File: src/dpsm_params.svh
// constants for the drive power-state machine
`ifndef DPSM_PARAMS_SVH
`define DPSM_PARAMS_SVH
`define DPSM_CMD_INDEX 16'h6040
`define DPSM_CMD_RESET 16'h0000
`define DPSM_BIT_SWON 0
`define DPSM_BIT_VOLT 1
`define DPSM_BIT_RSTOP 2
`define DPSM_BIT_ENOP 3
`define DPSM_BIT_MODE4 4
`define DPSM_BIT_MODE5 5
`define DPSM_BIT_MODE6 6
`define DPSM_BIT_ACK 7
`define DPSM_BIT_MODE8 8
`define DPSM_CARE_SHUTDOWN 4'h7
`define DPSM_VAL_SHUTDOWN 4'h6
`define DPSM_CARE_SWON 4'h7
`define DPSM_VAL_SWON 4'h7
`define DPSM_CARE_ENOP 4'hf
`define DPSM_VAL_ENOP 4'hf
`define DPSM_CARE_DISOP 4'hf
`define DPSM_VAL_DISOP 4'h7
`define DPSM_CARE_RSTOP 4'h6
`define DPSM_VAL_RSTOP 4'h2
`define DPSM_CARE_DISV 4'h2
`define DPSM_VAL_DISV 4'h0
`define DPSM_MODE_INTERP 8'h07
`define DPSM_SELF_TEST_NS 1000
`define DPSM_CLK_PERIOD_NS 10
`define DPSM_SELF_TEST_CYC ((`DPSM_SELF_TEST_NS + `DPSM_CLK_PERIOD_NS - 1) / `DPSM_CLK_PERIOD_NS)
`endif

File: src/dpsm_pkg.sv
// types for the drive power-state machine
package dpsm_pkg;
  typedef enum logic [2:0] {
    DPSM_SELF_TEST,
    DPSM_COMM_READY,
    DPSM_ARMED,
    DPSM_STAGE_ON,
    DPSM_RUNNING,
    DPSM_RAPID_STOP,
    DPSM_ERR_RESP,
    DPSM_ERR_LATCHED
  } dpsm_state_e;
  typedef logic [15:0] dpsm_word_t;
endpackage

File: src/dpsm_cmd_if.sv
// decoded command word passed from the command register to the state machine
`timescale 1ns/10ps
`default_nettype none
interface dpsm_cmd_if;
  logic shutdown;
  logic switch_on;
  logic enable_op;
  logic disable_op;
  logic rapid_stop;
  logic disable_volt;
  logic ack_edge;
  logic [3:0] mode_bits;
  modport decoder (
    output shutdown, switch_on, enable_op, disable_op, rapid_stop, disable_volt,
    output ack_edge, mode_bits
  );
  modport fsm (
    input shutdown, switch_on, enable_op, disable_op, rapid_stop, disable_volt,
    input ack_edge, mode_bits
  );
endinterface
`default_nettype wire

File: src/dpsm_cmd_decode.sv
// command register at its object index and decoder of its bit groups
`timescale 1ns/10ps
`default_nettype none
`include "dpsm_params.svh"
module dpsm_cmd_decode (
  input wire logic clk_i,
  input wire logic sys_rst_i,
  input wire logic obj_wr_i,
  input wire logic [15:0] obj_index_i,
  input wire logic [15:0] obj_wdata_i,
  output logic [15:0] cmd_word_o,
  dpsm_cmd_if.decoder cmd
);
  dpsm_pkg::dpsm_word_t word_reg, word_next;
  logic ack_prev_reg, ack_prev_next;

  // x bits of a command are masked out by the care pattern
  function automatic logic cmd_match(input logic [3:0] low, input logic [3:0] care,
                                     input logic [3:0] val);
    cmd_match = ((low & care) == val);
  endfunction

  always_comb begin
    word_next = word_reg;
    if (obj_wr_i && (obj_index_i == `DPSM_CMD_INDEX)) begin
      word_next = obj_wdata_i;
    end
    ack_prev_next = word_reg[`DPSM_BIT_ACK];
  end

  always_ff @(posedge clk_i or posedge sys_rst_i) begin
    if (sys_rst_i) begin
      word_reg <= `DPSM_CMD_RESET;
      ack_prev_reg <= 1'b0;
    end else begin
      word_reg <= word_next;
      ack_prev_reg <= ack_prev_next;
    end
  end

  // bits 15..9 are stored for read-back but never decoded
  assign cmd_word_o = word_reg;
  assign cmd.shutdown = cmd_match(word_reg[3:0], `DPSM_CARE_SHUTDOWN, `DPSM_VAL_SHUTDOWN);
  assign cmd.switch_on = cmd_match(word_reg[3:0], `DPSM_CARE_SWON, `DPSM_VAL_SWON);
  assign cmd.enable_op = cmd_match(word_reg[3:0], `DPSM_CARE_ENOP, `DPSM_VAL_ENOP);
  assign cmd.disable_op = cmd_match(word_reg[3:0], `DPSM_CARE_DISOP, `DPSM_VAL_DISOP);
  assign cmd.rapid_stop = cmd_match(word_reg[3:0], `DPSM_CARE_RSTOP, `DPSM_VAL_RSTOP);
  assign cmd.disable_volt = cmd_match(word_reg[3:0], `DPSM_CARE_DISV, `DPSM_VAL_DISV);
  assign cmd.ack_edge = word_reg[`DPSM_BIT_ACK] & ~ack_prev_reg;
  assign cmd.mode_bits = {word_reg[`DPSM_BIT_MODE8], word_reg[`DPSM_BIT_MODE6],
                          word_reg[`DPSM_BIT_MODE5], word_reg[`DPSM_BIT_MODE4]};
endmodule // dpsm_cmd_decode
`default_nettype wire

File: src/dpsm_drive_fsm.sv
// drive power-state machine driven by the host command word
//
// Summary of operation
// - reset enters self-test, runs it unprompted
// - passed self-test enables CAN, communication-ready
// - low nibble decoded as one command group
// - shutdown arms from comm-ready only with both enable inputs
// - switch-on in armed turns power stage on
// - enable-operation in stage-on starts regulated running
// - rapid-stop in running brakes per selection
// - disable voltage drops to comm-ready, stage disabled; disable operation steps back to stage-on
// - disabled stage stops all switches, motor coasts
// - disabled states engage the mechanical brake
// - enabled power stage releases the fitted brake
// - bit 7 rising edge acknowledges cleared errors
// - bits 4,5,6,8 go to mode logic
// - command word is 16-bit read/write object
`timescale 1ns/10ps
`default_nettype none
`include "dpsm_params.svh"
module dpsm_drive_fsm (
  input wire logic clk_i,
  input wire logic sys_rst_i,
  input wire logic obj_wr_i,
  input wire logic [15:0] obj_index_i,
  input wire logic [15:0] obj_wdata_i,
  output logic [15:0] obj_rdata_o,
  input wire logic stage_enable_pin_i,
  input wire logic ctrl_enable_pin_i,
  input wire logic brake_fitted_pin_i,
  input wire logic self_test_ok_i,
  input wire logic error_i,
  input wire logic error_critical_i,
  input wire logic error_cause_active_i,
  input wire logic fault_reaction_done_i,
  input wire logic rapid_stop_done_i,
  input wire logic [7:0] operating_mode_sel_i,
  output logic [2:0] state_o,
  output logic can_enable_o,
  output logic power_stage_on_o,
  output logic regulate_o,
  output logic rapid_stop_brake_o,
  output logic fault_reaction_o,
  output logic brake_release_o,
  output logic [3:0] mode_bits_o,
  output logic interp_enable_o
);
  localparam int unsigned SELF_TEST_CYC = `DPSM_SELF_TEST_CYC;
  localparam int unsigned CNT_W = $clog2(SELF_TEST_CYC + 1);

  dpsm_cmd_if cmd_bus ();

  dpsm_cmd_decode u_decode (
    .clk_i(clk_i),
    .sys_rst_i(sys_rst_i),
    .obj_wr_i(obj_wr_i),
    .obj_index_i(obj_index_i),
    .obj_wdata_i(obj_wdata_i),
    .cmd_word_o(obj_rdata_o),
    .cmd(cmd_bus.decoder)
  );

  // pin synchronisers: stage enable, controller enable, brake strap
  logic [2:0] pin_meta_reg, pin_meta_next;
  logic [2:0] pin_sync_reg, pin_sync_next;
  logic [2:0] pin_raw;

  assign pin_raw = {brake_fitted_pin_i, ctrl_enable_pin_i, stage_enable_pin_i};

  always_comb begin
    pin_meta_next = pin_raw;
    pin_sync_next = pin_meta_reg;
  end

  always_ff @(posedge clk_i or posedge sys_rst_i) begin
    if (sys_rst_i) begin
      pin_meta_reg <= 3'h0;
      pin_sync_reg <= 3'h0;
    end else begin
      pin_meta_reg <= pin_meta_next;
      pin_sync_reg <= pin_sync_next;
    end
  end

  logic enables_ok;
  logic brake_fitted;
  assign enables_ok = pin_sync_reg[0] & pin_sync_reg[1];
  assign brake_fitted = pin_sync_reg[2];

  // state machine
  dpsm_pkg::dpsm_state_e state_reg, state_next;
  logic [CNT_W-1:0] test_cnt_reg, test_cnt_next;
  logic critical_reg, critical_next;

  always_comb begin
    state_next = state_reg;
    test_cnt_next = test_cnt_reg;
    critical_next = critical_reg;
    if (error_i && (state_reg != dpsm_pkg::DPSM_ERR_RESP) &&
        (state_reg != dpsm_pkg::DPSM_ERR_LATCHED)) begin
      state_next = dpsm_pkg::DPSM_ERR_RESP;
      critical_next = error_critical_i;
    end else begin
      unique case (state_reg)
        dpsm_pkg::DPSM_SELF_TEST: begin
          // test waits its minimum time, then needs the pass verdict
          if (test_cnt_reg != CNT_W'(SELF_TEST_CYC)) begin
            test_cnt_next = test_cnt_reg + CNT_W'(1);
          end else if (self_test_ok_i) begin
            state_next = dpsm_pkg::DPSM_COMM_READY;
          end
        end
        dpsm_pkg::DPSM_COMM_READY: begin
          if (cmd_bus.shutdown && enables_ok) begin
            state_next = dpsm_pkg::DPSM_ARMED;
          end
        end
        dpsm_pkg::DPSM_ARMED: begin
          if (cmd_bus.disable_volt) begin
            state_next = dpsm_pkg::DPSM_COMM_READY;
          end else if (cmd_bus.switch_on) begin
            state_next = dpsm_pkg::DPSM_STAGE_ON;
          end
        end
        dpsm_pkg::DPSM_STAGE_ON: begin
          if (cmd_bus.disable_volt) begin
            state_next = dpsm_pkg::DPSM_COMM_READY;
          end else if (cmd_bus.shutdown) begin
            state_next = dpsm_pkg::DPSM_ARMED;
          end else if (cmd_bus.enable_op) begin
            state_next = dpsm_pkg::DPSM_RUNNING;
          end
        end
        dpsm_pkg::DPSM_RUNNING: begin
          if (cmd_bus.disable_volt) begin
            state_next = dpsm_pkg::DPSM_COMM_READY;
          end else if (cmd_bus.rapid_stop) begin
            state_next = dpsm_pkg::DPSM_RAPID_STOP;
          end else if (cmd_bus.shutdown) begin
            state_next = dpsm_pkg::DPSM_ARMED;
          end else if (cmd_bus.disable_op) begin
            state_next = dpsm_pkg::DPSM_STAGE_ON;
          end
        end
        dpsm_pkg::DPSM_RAPID_STOP: begin
          if (cmd_bus.disable_volt || rapid_stop_done_i) begin
            state_next = dpsm_pkg::DPSM_COMM_READY;
          end
        end
        dpsm_pkg::DPSM_ERR_RESP: begin
          // critical errors skip the fault reaction altogether
          if (critical_reg || fault_reaction_done_i) begin
            state_next = dpsm_pkg::DPSM_ERR_LATCHED;
          end
        end
        dpsm_pkg::DPSM_ERR_LATCHED: begin
          if (cmd_bus.ack_edge && !error_cause_active_i) begin
            state_next = dpsm_pkg::DPSM_COMM_READY;
          end
        end
      endcase
    end
  end

  always_ff @(posedge clk_i or posedge sys_rst_i) begin
    if (sys_rst_i) begin
      state_reg <= dpsm_pkg::DPSM_SELF_TEST;
      test_cnt_reg <= '0;
      critical_reg <= 1'b0;
    end else begin
      state_reg <= state_next;
      test_cnt_reg <= test_cnt_next;
      critical_reg <= critical_next;
    end
  end

  // registered outputs, computed from the next state so they track it exactly
  logic can_en_reg, can_en_next;
  logic power_reg, power_next;
  logic regulate_reg, regulate_next;
  logic rstop_reg, rstop_next;
  logic freact_reg, freact_next;
  logic brake_rel_reg, brake_rel_next;
  logic [3:0] mode_reg, mode_next;
  logic interp_reg, interp_next;

  always_comb begin
    can_en_next = (state_next != dpsm_pkg::DPSM_SELF_TEST);
    power_next = (state_next == dpsm_pkg::DPSM_STAGE_ON) ||
                 (state_next == dpsm_pkg::DPSM_RUNNING) ||
                 (state_next == dpsm_pkg::DPSM_RAPID_STOP) ||
                 (state_next == dpsm_pkg::DPSM_ERR_RESP);
    regulate_next = (state_next == dpsm_pkg::DPSM_RUNNING);
    rstop_next = (state_next == dpsm_pkg::DPSM_RAPID_STOP);
    freact_next = (state_next == dpsm_pkg::DPSM_ERR_RESP) && !critical_next;
    // brake stays applied whenever the stage is off, or no brake is fitted
    brake_rel_next = power_next && brake_fitted;
    // mode bits only reach the mode logic while it is regulating
    mode_next = regulate_next ? cmd_bus.mode_bits : 4'h0;
    interp_next = regulate_next && cmd_bus.mode_bits[0] &&
                  (operating_mode_sel_i == `DPSM_MODE_INTERP);
  end

  always_ff @(posedge clk_i or posedge sys_rst_i) begin
    if (sys_rst_i) begin
      can_en_reg <= 1'b0;
      power_reg <= 1'b0;
      regulate_reg <= 1'b0;
      rstop_reg <= 1'b0;
      freact_reg <= 1'b0;
      brake_rel_reg <= 1'b0;
      mode_reg <= 4'h0;
      interp_reg <= 1'b0;
    end else begin
      can_en_reg <= can_en_next;
      power_reg <= power_next;
      regulate_reg <= regulate_next;
      rstop_reg <= rstop_next;
      freact_reg <= freact_next;
      brake_rel_reg <= brake_rel_next;
      mode_reg <= mode_next;
      interp_reg <= interp_next;
    end
  end

  assign state_o = state_reg;
  assign can_enable_o = can_en_reg;
  assign power_stage_on_o = power_reg;
  assign regulate_o = regulate_reg;
  assign rapid_stop_brake_o = rstop_reg;
  assign fault_reaction_o = freact_reg;
  assign brake_release_o = brake_rel_reg;
  assign mode_bits_o = mode_reg;
  assign interp_enable_o = interp_reg;
endmodule // dpsm_drive_fsm
`default_nettype wire

File: config.mk
export PLATFORM = sky130hd
export DESIGN_NAME = dpsm_drive_fsm
export DESIGN_NICKNAME = d
export VERILOG_FILES = /design/src/dpsm_pkg.sv /design/src/dpsm_cmd_if.sv /design/src/dpsm_cmd_decode.sv /design/src/dpsm_drive_fsm.sv
export VERILOG_INCLUDE_DIRS = /design/src
export SDC_FILE = /design/constraint.sdc
export NUM_CORES = 1
export LEC_CHECK = 0
export BUFFER_PORTS_ARGS = -buffer_cell sky130_fd_sc_hd__buf_2
export CAP_MARGIN = 20
export CORE_ASPECT_RATIO = 1.4
export CORE_MARGIN = 5
export CORE_UTILIZATION = 43
export CTS_CLUSTER_SIZE = 28
export DETAILED_ROUTE_END_ITERATION = 8
export PLACE_DENSITY = 0.78
export SYNTH_ARGS = -nofsm -noshare
export SYNTH_HDL_FRONTEND = slang
export SYNTH_SLANG_ARGS = --single-unit
File: constraint.sdc
create_clock -name clk_i -period 2 [get_ports clk_i]
set_input_delay 0.1 -clock clk_i [delete_from_list [all_inputs] [get_ports clk_i]]
set_output_delay 0.1 -clock clk_i [all_outputs]
set_load 0.02 [all_outputs]
Yosys cells after proc, flatten, opt, wreduce, memory -nomap -nowiden
Cells that the tools add are included.

storage, ports and cells
  bits of input ports = 52
  bits in latches = 0
  output and inout bits = 30
  memories = 0
  bits in read-only memories = 0
  register bits after elaboration = 45
  bits in writable memories = 0

cells by class
  order comparisons = 0
  bitwise logic cells = 4
  div/mod/pow operators = 0
  shifts and indexed selects = 0
  muxes and demuxes = 19
  reductions and logical operators = 20
  add/subtract/negate cells = 1
  $mul = 0
  eq/ne operators = 21

operator list
  cell                                                    number
  two-way mux 3 bit                                       16
  equality test 3 bit (second input constant)             9
  one-hot mux 3 bit (8 select lines)                      1
  equality test 16 x 15 -> 1 bit (second input constant)  1
  equality test 3 x 2 -> 1 bit (second input constant)    3
  logical AND 1 bit                                       9
  equality test 8 x 3 -> 1 bit (second input constant)    1
  adder 7 x 1 -> 7 bit (second input constant)            1
  != test 7 bit (second input constant)                   1
  != test 3 bit (second input constant)                   2
  logical OR 1 bit                                        5
  equality test 4 x 3 -> 1 bit (second input constant)    1
  equality test 4 bit (second input constant)             1
  logical NOT 4 bit                                       1
  two-way mux 4 bit                                       1
  equality test 3 x 1 -> 1 bit (second input constant)    1
  logical NOT 3 bit                                       1
  AND reduction 3 bit                                     1
  nonzero test 3 bit                                      1
  bitwise AND 1 bit                                       2
  equality test 2 x 1 -> 1 bit (second input constant)    1
  logical NOT 1 bit                                       2
  NOT 1 bit                                               2
  two-way mux 1 bit                                       1

Logic depth before layout (Yosys ltp)
Gate-level depths: netlist of run 1.

  word-level depth = 12
  mapped depth = 7

Cells and area by module
Synthesis of run 1 repeated with hierarchy kept, for this count alone.

unflattened totals
  cells, all modules = 157
  area, all modules = 2033.2 um^2

by module, submodules not included
  module           instances  area each (um^2)  seq. area each (um^2)  cells an instance
  dpsm_drive_fsm   1          1280.0            700.7                  104
  dpsm_cmd_decode  1          753.2             425.4                  53

Least setup slack after synthesis of run 1
OpenSTA, ideal clock, no wires.

  path type = register to register
  from = register state_reg[1] (netlist: state_o[1])
  to = register test_cnt_reg[6]
  arrival = 1874 ps
  library setup time = 123 ps
  setup slack = 3 ps
  stages on the path, launching flop included = 7
  cell sequence = dfrtp_1 -> buf_6 -> or3_4 -> a311oi_4 -> and4_1 -> nand3_1 -> xnor2_1

on the way
  word-level cells in the longest chain between the ends = 5
  elaborated cells between the ends (all ways) = 7

ends and longest elaborated chain
  element                            RTL line               RTL
  from (decl)                        dpsm_drive_fsm.sv:91   dpsm_pkg::dpsm_state_e state_reg, state_next;
  from (signal assigned)             dpsm_drive_fsm.sv:167  state_reg <= dpsm_pkg::DPSM_SELF_TEST;
  from (signal assigned)             dpsm_drive_fsm.sv:171  state_reg <= state_next;
  != test 3 bit                      dpsm_drive_fsm.sv:99   if (error_i && (state_reg != dpsm_pkg::DPSM_ERR_RESP) &&
  logical AND 1 bit (2 in series)    dpsm_drive_fsm.sv:99
  NOT 1 bit (no line)                n/a
  AND reduction 3 bit (no line) (*)  n/a
  to (signal assigned)               dpsm_drive_fsm.sv:172  test_cnt_reg <= test_cnt_next;
  to (decl)                          dpsm_drive_fsm.sv:92   logic [CNT_W-1:0] test_cnt_reg, test_cnt_next;

Every way passes the cells marked *; elsewhere a longest branch is shown, timed or not.
A chain may end at the register's enable or synchronous reset.

Worst setup path in the final report of run 1
  from = register state_reg[1] (netlist: state_o[1])
  to = register interp_reg (netlist: interp_enable_o)

on the way
  word-level cells in the longest chain between the ends = 9
  elaborated cells between the ends (all ways) = 32

ends and longest elaborated chain
  element                              RTL line               RTL
  two-way mux 3 bit                    dpsm_drive_fsm.sv:141  end else if (cmd_bus.disable_op) begin
  two-way mux 3 bit                    dpsm_drive_fsm.sv:139  end else if (cmd_bus.shutdown) begin
  two-way mux 3 bit                    dpsm_drive_fsm.sv:137  end else if (cmd_bus.rapid_stop) begin
  two-way mux 3 bit                    dpsm_drive_fsm.sv:135  if (cmd_bus.disable_volt) begin
  one-hot mux 3 bit (8 select lines)   dpsm_drive_fsm.sv:104  unique case (state_reg)
  two-way mux 3 bit (*)                dpsm_drive_fsm.sv:99
  equality test 3 bit (*)              dpsm_drive_fsm.sv:193  regulate_next = (state_next == dpsm_pkg::DPSM_RUNNING);
  net regulate_next                    dpsm_drive_fsm.sv:180  logic regulate_reg, regulate_next;
  logical AND 1 bit (*) (2 in series)  dpsm_drive_fsm.sv:200  interp_next = regulate_next && cmd_bus.mode_bits[0] &&
  net interp_next                      dpsm_drive_fsm.sv:185  logic interp_reg, interp_next;
  to (signal assigned)                 dpsm_drive_fsm.sv:222  interp_reg <= interp_next;
  to (decl)                            dpsm_drive_fsm.sv:185

The timed path passes the listed nets; every way through them passes the cells marked *.

==> results of run 1 <==
## metal layers
metal / vias up / track usage / part of all wire
met2: 48 / 0.309 / 0.60
li1: 759 / - / -
met3: 10 / 0.0237 / 0.029
met5: - / 0 / 0
met1: 747 / 0.177 / 0.34
met4: 0 / 0.0931 / 0.025
## worst paths after layout
check / from / to / slack [ns] / cells after the start
min reg2reg: pin_meta_reg[1] / pin_sync_reg[1] / 0.36 / 0
max: state_o[1] / interp_enable_o / 0.09 / 5
min: obj_wdata_i[1] / u_decode.cmd_word_o[1] / 0.008 / 3
max in group asynchronous: sys_rst_i / state_o[1] / 1.12 / 4
min in group asynchronous: sys_rst_i / u_decode.cmd_word_o[4] / 0.48 / 4
max reg2reg: state_o[1] / interp_enable_o / 0.09 / 5
## logic make-up (layout without fill, tap and decap cells)
kind of cell             Yosys count  after routing  synth area share
AND/OR/NAND/NOR                   51             51             0.159
XOR/XNOR                           6              6            0.0262
multiplexers                      15             15            0.0835
AO/OA/AOI/OAI                     22             22             0.124
flip-flops                        45             45             0.561
adder cells (fa/ha/maj)            2              2            0.0125
buffers and inverters             12            115            0.0343
## metrics by stage
step | power [uW] | TNS (ns) | instance area [sq um] | utilization | instances
finish | 3070 | 0 | 2790 | 0.615 | 318
global route | 3230 | -0.0421 | 2790 | 0.615 | 318
CTS | 3000 | 0 | 2720 | 0.600 | 314
detailed placement | 2170 | -0.0115 | 2540 | 0.561 | 302
global placement | 2150 | 0 | 2540 | 0.561 | 302
floorplan | 1850 | 0 | 2010 | - | 153
## where the power goes
group          switching [uW]  internal (uW)
sequential                116           1050
clock                     306            503
combinational             600            496
total                    1020           2050
## synth_stat cells, types with 2 or more instances
| cell type | n | area, sq um |
|---|---|---|
| dfrtp_1 | 45 | 1130 |
| nand2_1 | 16 | 60.1 |
| mux2_2 | 14 | 158 |
| inv_1 | 7 | 26.3 |
| nor2_1 | 5 | 18.8 |
| and2_2 | 4 | 30.0 |
| nor4b_1 | 4 | 35.0 |
| o21ai_0 | 4 | 20.0 |
| xnor2_1 | 4 | 35.0 |
| nand3_1 | 3 | 15.0 |
| nand4_1 | 3 | 18.8 |
| a2111oi_4 | 2 | 55.1 |
| and4_1 | 2 | 17.5 |
| buf_4 | 2 | 15.0 |
| buf_6 | 2 | 22.5 |
| ha_1 | 2 | 25.0 |
| nor2b_1 | 2 | 12.5 |
| nor3_1 | 2 | 10.0 |
| nor3b_1 | 2 | 15.0 |
| xor2_1 | 2 | 17.5 |
## worst reg2reg max path, cell delays in order, from the launching register on
cell and delay (ns):
dfrtp_2 0.47, buf_4 0.17, a2111oi_4 0.38, o41ai_2 0.18, a2111oi_4 0.40, and4_1 0.26
## timing repair
item,in CTS,in global routing
resized for setup,1,10
pin swaps,0,6
hold endpoints to repair,48,0
cloned,0,0
buffers inserted,0,4
hold buffers,4,0
setup endpoints to repair,1,7
## layout by cell type (no fill, tap or decap), types with 4 or more instances in the layout
master         instances
buf_2                 81
clkbuf_8               5
mux2_2                14
and2_2                 4
buf_4                 14
dfrtp_1               41
dlygate4sd3_1          4
xnor2_1                4
dfrtp_2                4
inv_1                  6
nand2_1               16
## final cells by class
cell class | count | area, sq um
clock buffers | 5 | 68.8
clock inverters | 3 | 68.8
fillers | 374 | 1750
inverters | 7 | 26.3
multi-input cells | 96 | 847
flip-flops and latches | 45 | 1130
well taps | 62 | 77.6
repair buffers | 100 | 571
==> results_dict.tcl, run 1 <==
set metrics [dict create \
    ys_types 46 \
    place.detailed.hpwl_microns 3820 \
    cp_top_family "compound AO/OA/AOI/OAI gates" \
    grt_pass1_wl_microns 7900 \
    cp.arrival_ns 2.15 \
    syn_area_sq_mm 0.00201 \
    fin_skew_ns 0.00992 \
    fmax_mhz 523 \
    relSlewSlack 0.610 \
    core_area_sq_mm 0.00454 \
    yosysSeqAreaShare 0.561 \
    crit_top_cell "a2111oi_4" \
    cts_tree "done" \
    power_leakage_uw 0.00140 \
    grt_pass1_vias 1766 \
    hold_viol_final 0 \
    path_clk_slew_ns 0.09 \
    clockBufferDepth 2 \
    slew_viol_final 0 \
    synth.avg_cell_area_sq_um 13.1 \
    routedWlPerCell_microns 15.5 \
    final_nets 309 \
    fp.dieH_microns 90.9 \
    ant_nets 0 \
    path_buf_inv 1 \
    largest_reg_flops 16 \
    drive_gt1_frac 0.551 \
    pre_cts_ws_ns -0.0115 \
    syn_nets 207 \
    track_usage 0.170 \
    vias 1564 \
    crit_fanout 8 \
    cap_violations 0 \
    crit_slowest_cell "dfrtp_2" \
    crit_required_ns 2.24 \
    max_stage_delay_ns 0.47 \
    start_util 0.443 \
    first_iter_violations 34 \
    wirelength_microns 4940 \
    rsz0062_at_grt "true" \
    die_w_microns 67.8 \
    numCtsBuffers 5 \
    critPathKind "flip-flop to flip-flop" \
    rows 29 \
    clkLatencyLatePin_ns 0.30 \
    synth_edf_count 0 \
    grt_overflow_total 0 \
    finalCritPeriodShare 0.956 \
    clock_sinks 45 \
    io_buffers 81 \
    ys.flop_type "dfrtp_1" \
    ys_warn_count 0 \
    synthArstFlopShare 1.00 \
    crit_path_cell_trace "buf_4, a2111oi_4, o41ai_2, a2111oi_4, and4_1" \
    hold_class "primary input to flip-flop" \
    syn_inst 153 \
    io_pins 82 \
    tightest_slew_ns 0.579 \
    hold_ws_ns 0.00809 \
    endpoint_kind "flip-flop" \
    num_antenna_cells 0 \
    place.gp.congestion 0.817 \
    fin_ws_ns 0.0876 \
    drt_first_pass_iters 4 \
    antenna_found_initial 0 \
    critPathLaunchType "flip-flop" \
    fin_crit_ns 1.91 \
    drc 0 \
    grt_max_degree 46 \
    ys_ff_latch 45 \
    viasPerCell 4.92 \
    htree_levels 2 \
    clockRootBuffer "clkbuf_8" \
    die_area_sq_mm 0.00616 \
    peakVddDrop_mv 0.772 \
    outcome "completed" \
    power_density_mw_per_mm2 1100 \
    areaGrowthSynthToFinish_pct 38.9 \
    setup_viol 0 \
]
Note: power is estimated with default switching activity, not from simulation.
==> run 2, diff against run 1 <==
--- a/config.mk
+++ b/config.mk
@@ -6,14 +6,16 @@
 export SDC_FILE = /design/constraint.sdc
 export NUM_CORES = 1
 export LEC_CHECK = 0
+export ABC_AREA = 1
 export BUFFER_PORTS_ARGS = -buffer_cell sky130_fd_sc_hd__buf_2
 export CAP_MARGIN = 20
 export CORE_ASPECT_RATIO = 1.4
 export CORE_MARGIN = 5
-export CORE_UTILIZATION = 43
+export CORE_UTILIZATION = 45
+export CTS_BUF_LIST = sky130_fd_sc_hd__clkbuf_4 sky130_fd_sc_hd__clkbuf_8
 export CTS_CLUSTER_SIZE = 28
 export DETAILED_ROUTE_END_ITERATION = 8
-export PLACE_DENSITY = 0.78
+export PLACE_DENSITY = 0.8
 export SYNTH_ARGS = -nofsm -noshare
 export SYNTH_HDL_FRONTEND = slang
 export SYNTH_SLANG_ARGS = --single-unit
==> run 2 against run 1 <==
Net effect:
- count of clock-buffer cells in the layout up 1
- critical path depth up 7
- first-iteration DRC count up 74%
- final cell count up 27%
- clock skew down 0.0032 ns
- routed wire length down 4.6%
- via count up 18%
- sequential share of layout area up 0.15 points
- global-route usage about the same
- largest power group unchanged
- clock power down 29%
- maximum frequency up 13%
- non-clock buffer count down 11
==> results_dict.tcl, run 2 <==
set metrics [dict create \
    cts_tree "done" \
    antenna_found_initial 0 \
    grt_use_met1 0.195 \
    relSlewSlack 0.591 \
    htree_levels 2 \
    outcome "completed" \
    crit_fanout 9 \
    pwr-share-seq 0.425 \
    critPathKind "flip-flop to flip-flop" \
    grt_pass1_vias 1902 \
    max_stage_delay_ns 0.55 \
    path_clk_slew_ns 0.08 \
    fin_skew_ns 0.00674 \
    crit_path_cell_trace "inv_2, nor2_1, nand2_1, nand3_1, nand2_1, inv_1, nand2_1, nand2_1, nand2_2, nor2_4, nand2_2, nor2_1" \
    core_area_sq_mm 0.00457 \
    min_to "u_decode.cmd_word_o[10]" \
    pre_cts_ws_ns 0.332 \
    routedWlPerCell_microns 11.6 \
    grt_max_degree 33 \
    syn_area_sq_mm 0.00212 \
    ys_types 31 \
    endpoint_kind "flip-flop" \
    r2r_setup_slack_ns 0.31 \
    gr-max-usage-layer "met2" \
    cp.arrival_ns 1.91 \
    grt_overflow_total 0 \
    dp.cells 392 \
    fp.dieH_microns 91.3 \
    rr_worst_depth 12 \
    wirelength_microns 4710 \
    power_frac_comb 0.372 \
    drc 0 \
    synthArstFlopShare 1.00 \
    peakVddDrop_mv 0.513 \
    netlist_top_cells_count "nand2_1 (61), dfrtp_1 (45), inv_1 (40)" \
    hold_viol_final 0 \
    hold_class "primary input to flip-flop" \
    rows 29 \
    final_common_cell "buf_2" \
    finalCritPeriodShare 0.846 \
    clkLatencyLatePin_ns 0.29 \
    crit_top_cell "nand2_1" \
    ys_warn_count 0 \
    drive_gt1_frac 0.332 \
    drt_first_pass_iters 5 \
    final_cells 405 \
    min_path_cells 3 \
    cap_violations 0 \
    place.gp.congestion 0.816 \
    synth.avg_cell_area_sq_um 8.46 \
    reg2reg_to "interp_enable_o" \
    syn_nets 305 \
    internal_power_uw 1690 \
    synth_edf_count 0 \
    synth_top_area_frac 0.530 \
    synth.largest_area_cell "dfrtp_1" \
    yosysSeqAreaShare 0.530 \
    power_leakage_uw 0.00154 \
    first_iter_violations 59 \
    final_nets 396 \
    areaGrowthSynthToFinish_pct 30.3 \
    grtUsageMet3 0.0617 \
    ys.flop_type "dfrtp_1" \
    pwr-share-clk 0.202 \
    die_area_sq_mm 0.00621 \
    largest_reg_flops 16 \
    layout_common_cells "buf_2 (81), nand2_1 (61), dfrtp_1 (45)" \
    rsz0062_at_grt "false" \
    num_antenna_cells 0 \
    crit_required_ns 2.22 \
    fmax_mhz 591 \
    clock_sinks 45 \
    clockRootBuffer "clkbuf_8" \
    ant_nets 0 \
    switching_share 0.403 \
    die_w_microns 68.1 \
    critPathLaunchType "flip-flop" \
    viasPerCell 4.55 \
    vias 1844 \
    io_pins 82 \
    syn_inst 251 \
    slew_viol_final 0 \
    fin_ws_ns 0.309 \
    synthTopCellsByArea "dfrtp_1 (53%), nand2_1 (11%), inv_1 (7.1%)" \
    met2_usage 0.287 \
    fin_crit_ns 1.69 \
    regToRegStartpoint "state_o[1]" \
    synthMostInstantiatedCell "nand2_1" \
    power.switching_uw 1140 \
    grt_pass1_wl_microns 8130 \
    track_usage 0.170 \
    power_density_mw_per_mm2 1020 \
    finalSetupTns_ns 0 \
    clockBufferDepth 2 \
    numCtsBuffers 5 \
    place.detailed.hpwl_microns 3880 \
    setup_viol 0 \
    start_util 0.465 \
    ys_ff_latch 45 \
    io_buffers 81 \
    hold_path_startpoint "obj_wdata_i[10]" \
    crit_slowest_cell "dfrtp_1" \
    post_cts_buffers 0 \
    tightest_slew_ns 0.610 \
]
-- run 2: cell count changes after synthesis, sizes merged, moves of 4 or more --
cell / before / now
nor2: 5 / 34
and2: 4 / 0
nand2: 17 / 66
nor4b: 4 / 0
inv: 7 / 45
nand3: 3 / 16
o21ai: 4 / 19
mux2: 14 / 0
-- run 2: final cells by class --
type / count / area, sq um
flip-flops and latches: 45 / 1130
clock inverters: 2 / 13.8
multi-input cells: 155 / 795
repair buffers: 89 / 495
inverters: 46 / 178
clock buffers: 6 / 82.6
well taps: 62 / 77.6
fillers: 419 / 1800
-- run 2: layer usage --
metal  wire length [microns]  share of wire
met1                    1860           0.39
met2                    2390           0.51
met3                     389          0.083
met4                      76          0.016
met5                       0              0
-- run 2: metrics by stage --
stage | hold WS [ns] | cell area (sq um) | total power, uW | utilization
2_1_floorplan | 0.131 | 2120 | 1980 | -
3_3_place_gp | 0.209 | 2600 | 2240 | 0.570
3_5_place_dp | 0.209 | 2600 | 2260 | 0.570
4_1_cts | 0.0408 | 2740 | 2840 | 0.599
5_1_grt | 0.0380 | 2770 | 3040 | 0.605
6_report | 0.0446 | 2770 | 2820 | 0.605
-- run 2: worst max path at each step --
stage	to	depth (start not counted)	from	slack (ns)
finish	interp_enable_o	12	state_o[1]	0.31
floorplan	interp_enable_o	12	state_o[0]	0.39
CTS	interp_enable_o	12	state_o[1]	0.31
global placement	interp_enable_o	12	state_o[0]	0.34
global route	interp_enable_o	12	state_o[0]	0.09
detailed placement	interp_enable_o	12	state_o[0]	0.33
-- run 2: cells by family after synthesis --
family	synth area share
AND/OR/NAND/NOR	0.282
flip-flops	0.530
buffers and inverters	0.0960
adder cells (fa/ha/maj)	0.0118
AO/OA/AOI/OAI	0.0601
XOR/XNOR	0.0206
-- run 2: power groups by stage --
stage / Combinational [uW] / Sequential [uW] / Clock, uW
floorplan: 723 / 1260 / 0
global placement: 1030 / 1220 / 0
detailed placement: 1040 / 1220 / 0
CTS: 1050 / 1200 / 588
global route: 1190 / 1220 / 620
finish: 1050 / 1200 / 571
-- run 2: what timing repair did --
| item | 4_1_cts | 5_1_grt |
|---|---|---|
| hold endpoints to repair | 32 | 0 |
| endpoints found under the setup margin | 0 | 0 |
| gates resized for setup | 0 | 0 |
| hold buffers | 4 | 0 |
-- run 2: worst max-delay path: cells and delay by family (launching register included) --
kind / cells / cell delay [ns]
buffers and inverters: 2 / 0.16
DFF: 1 / 0.55
and+or+nand+nor: 10 / 0.91
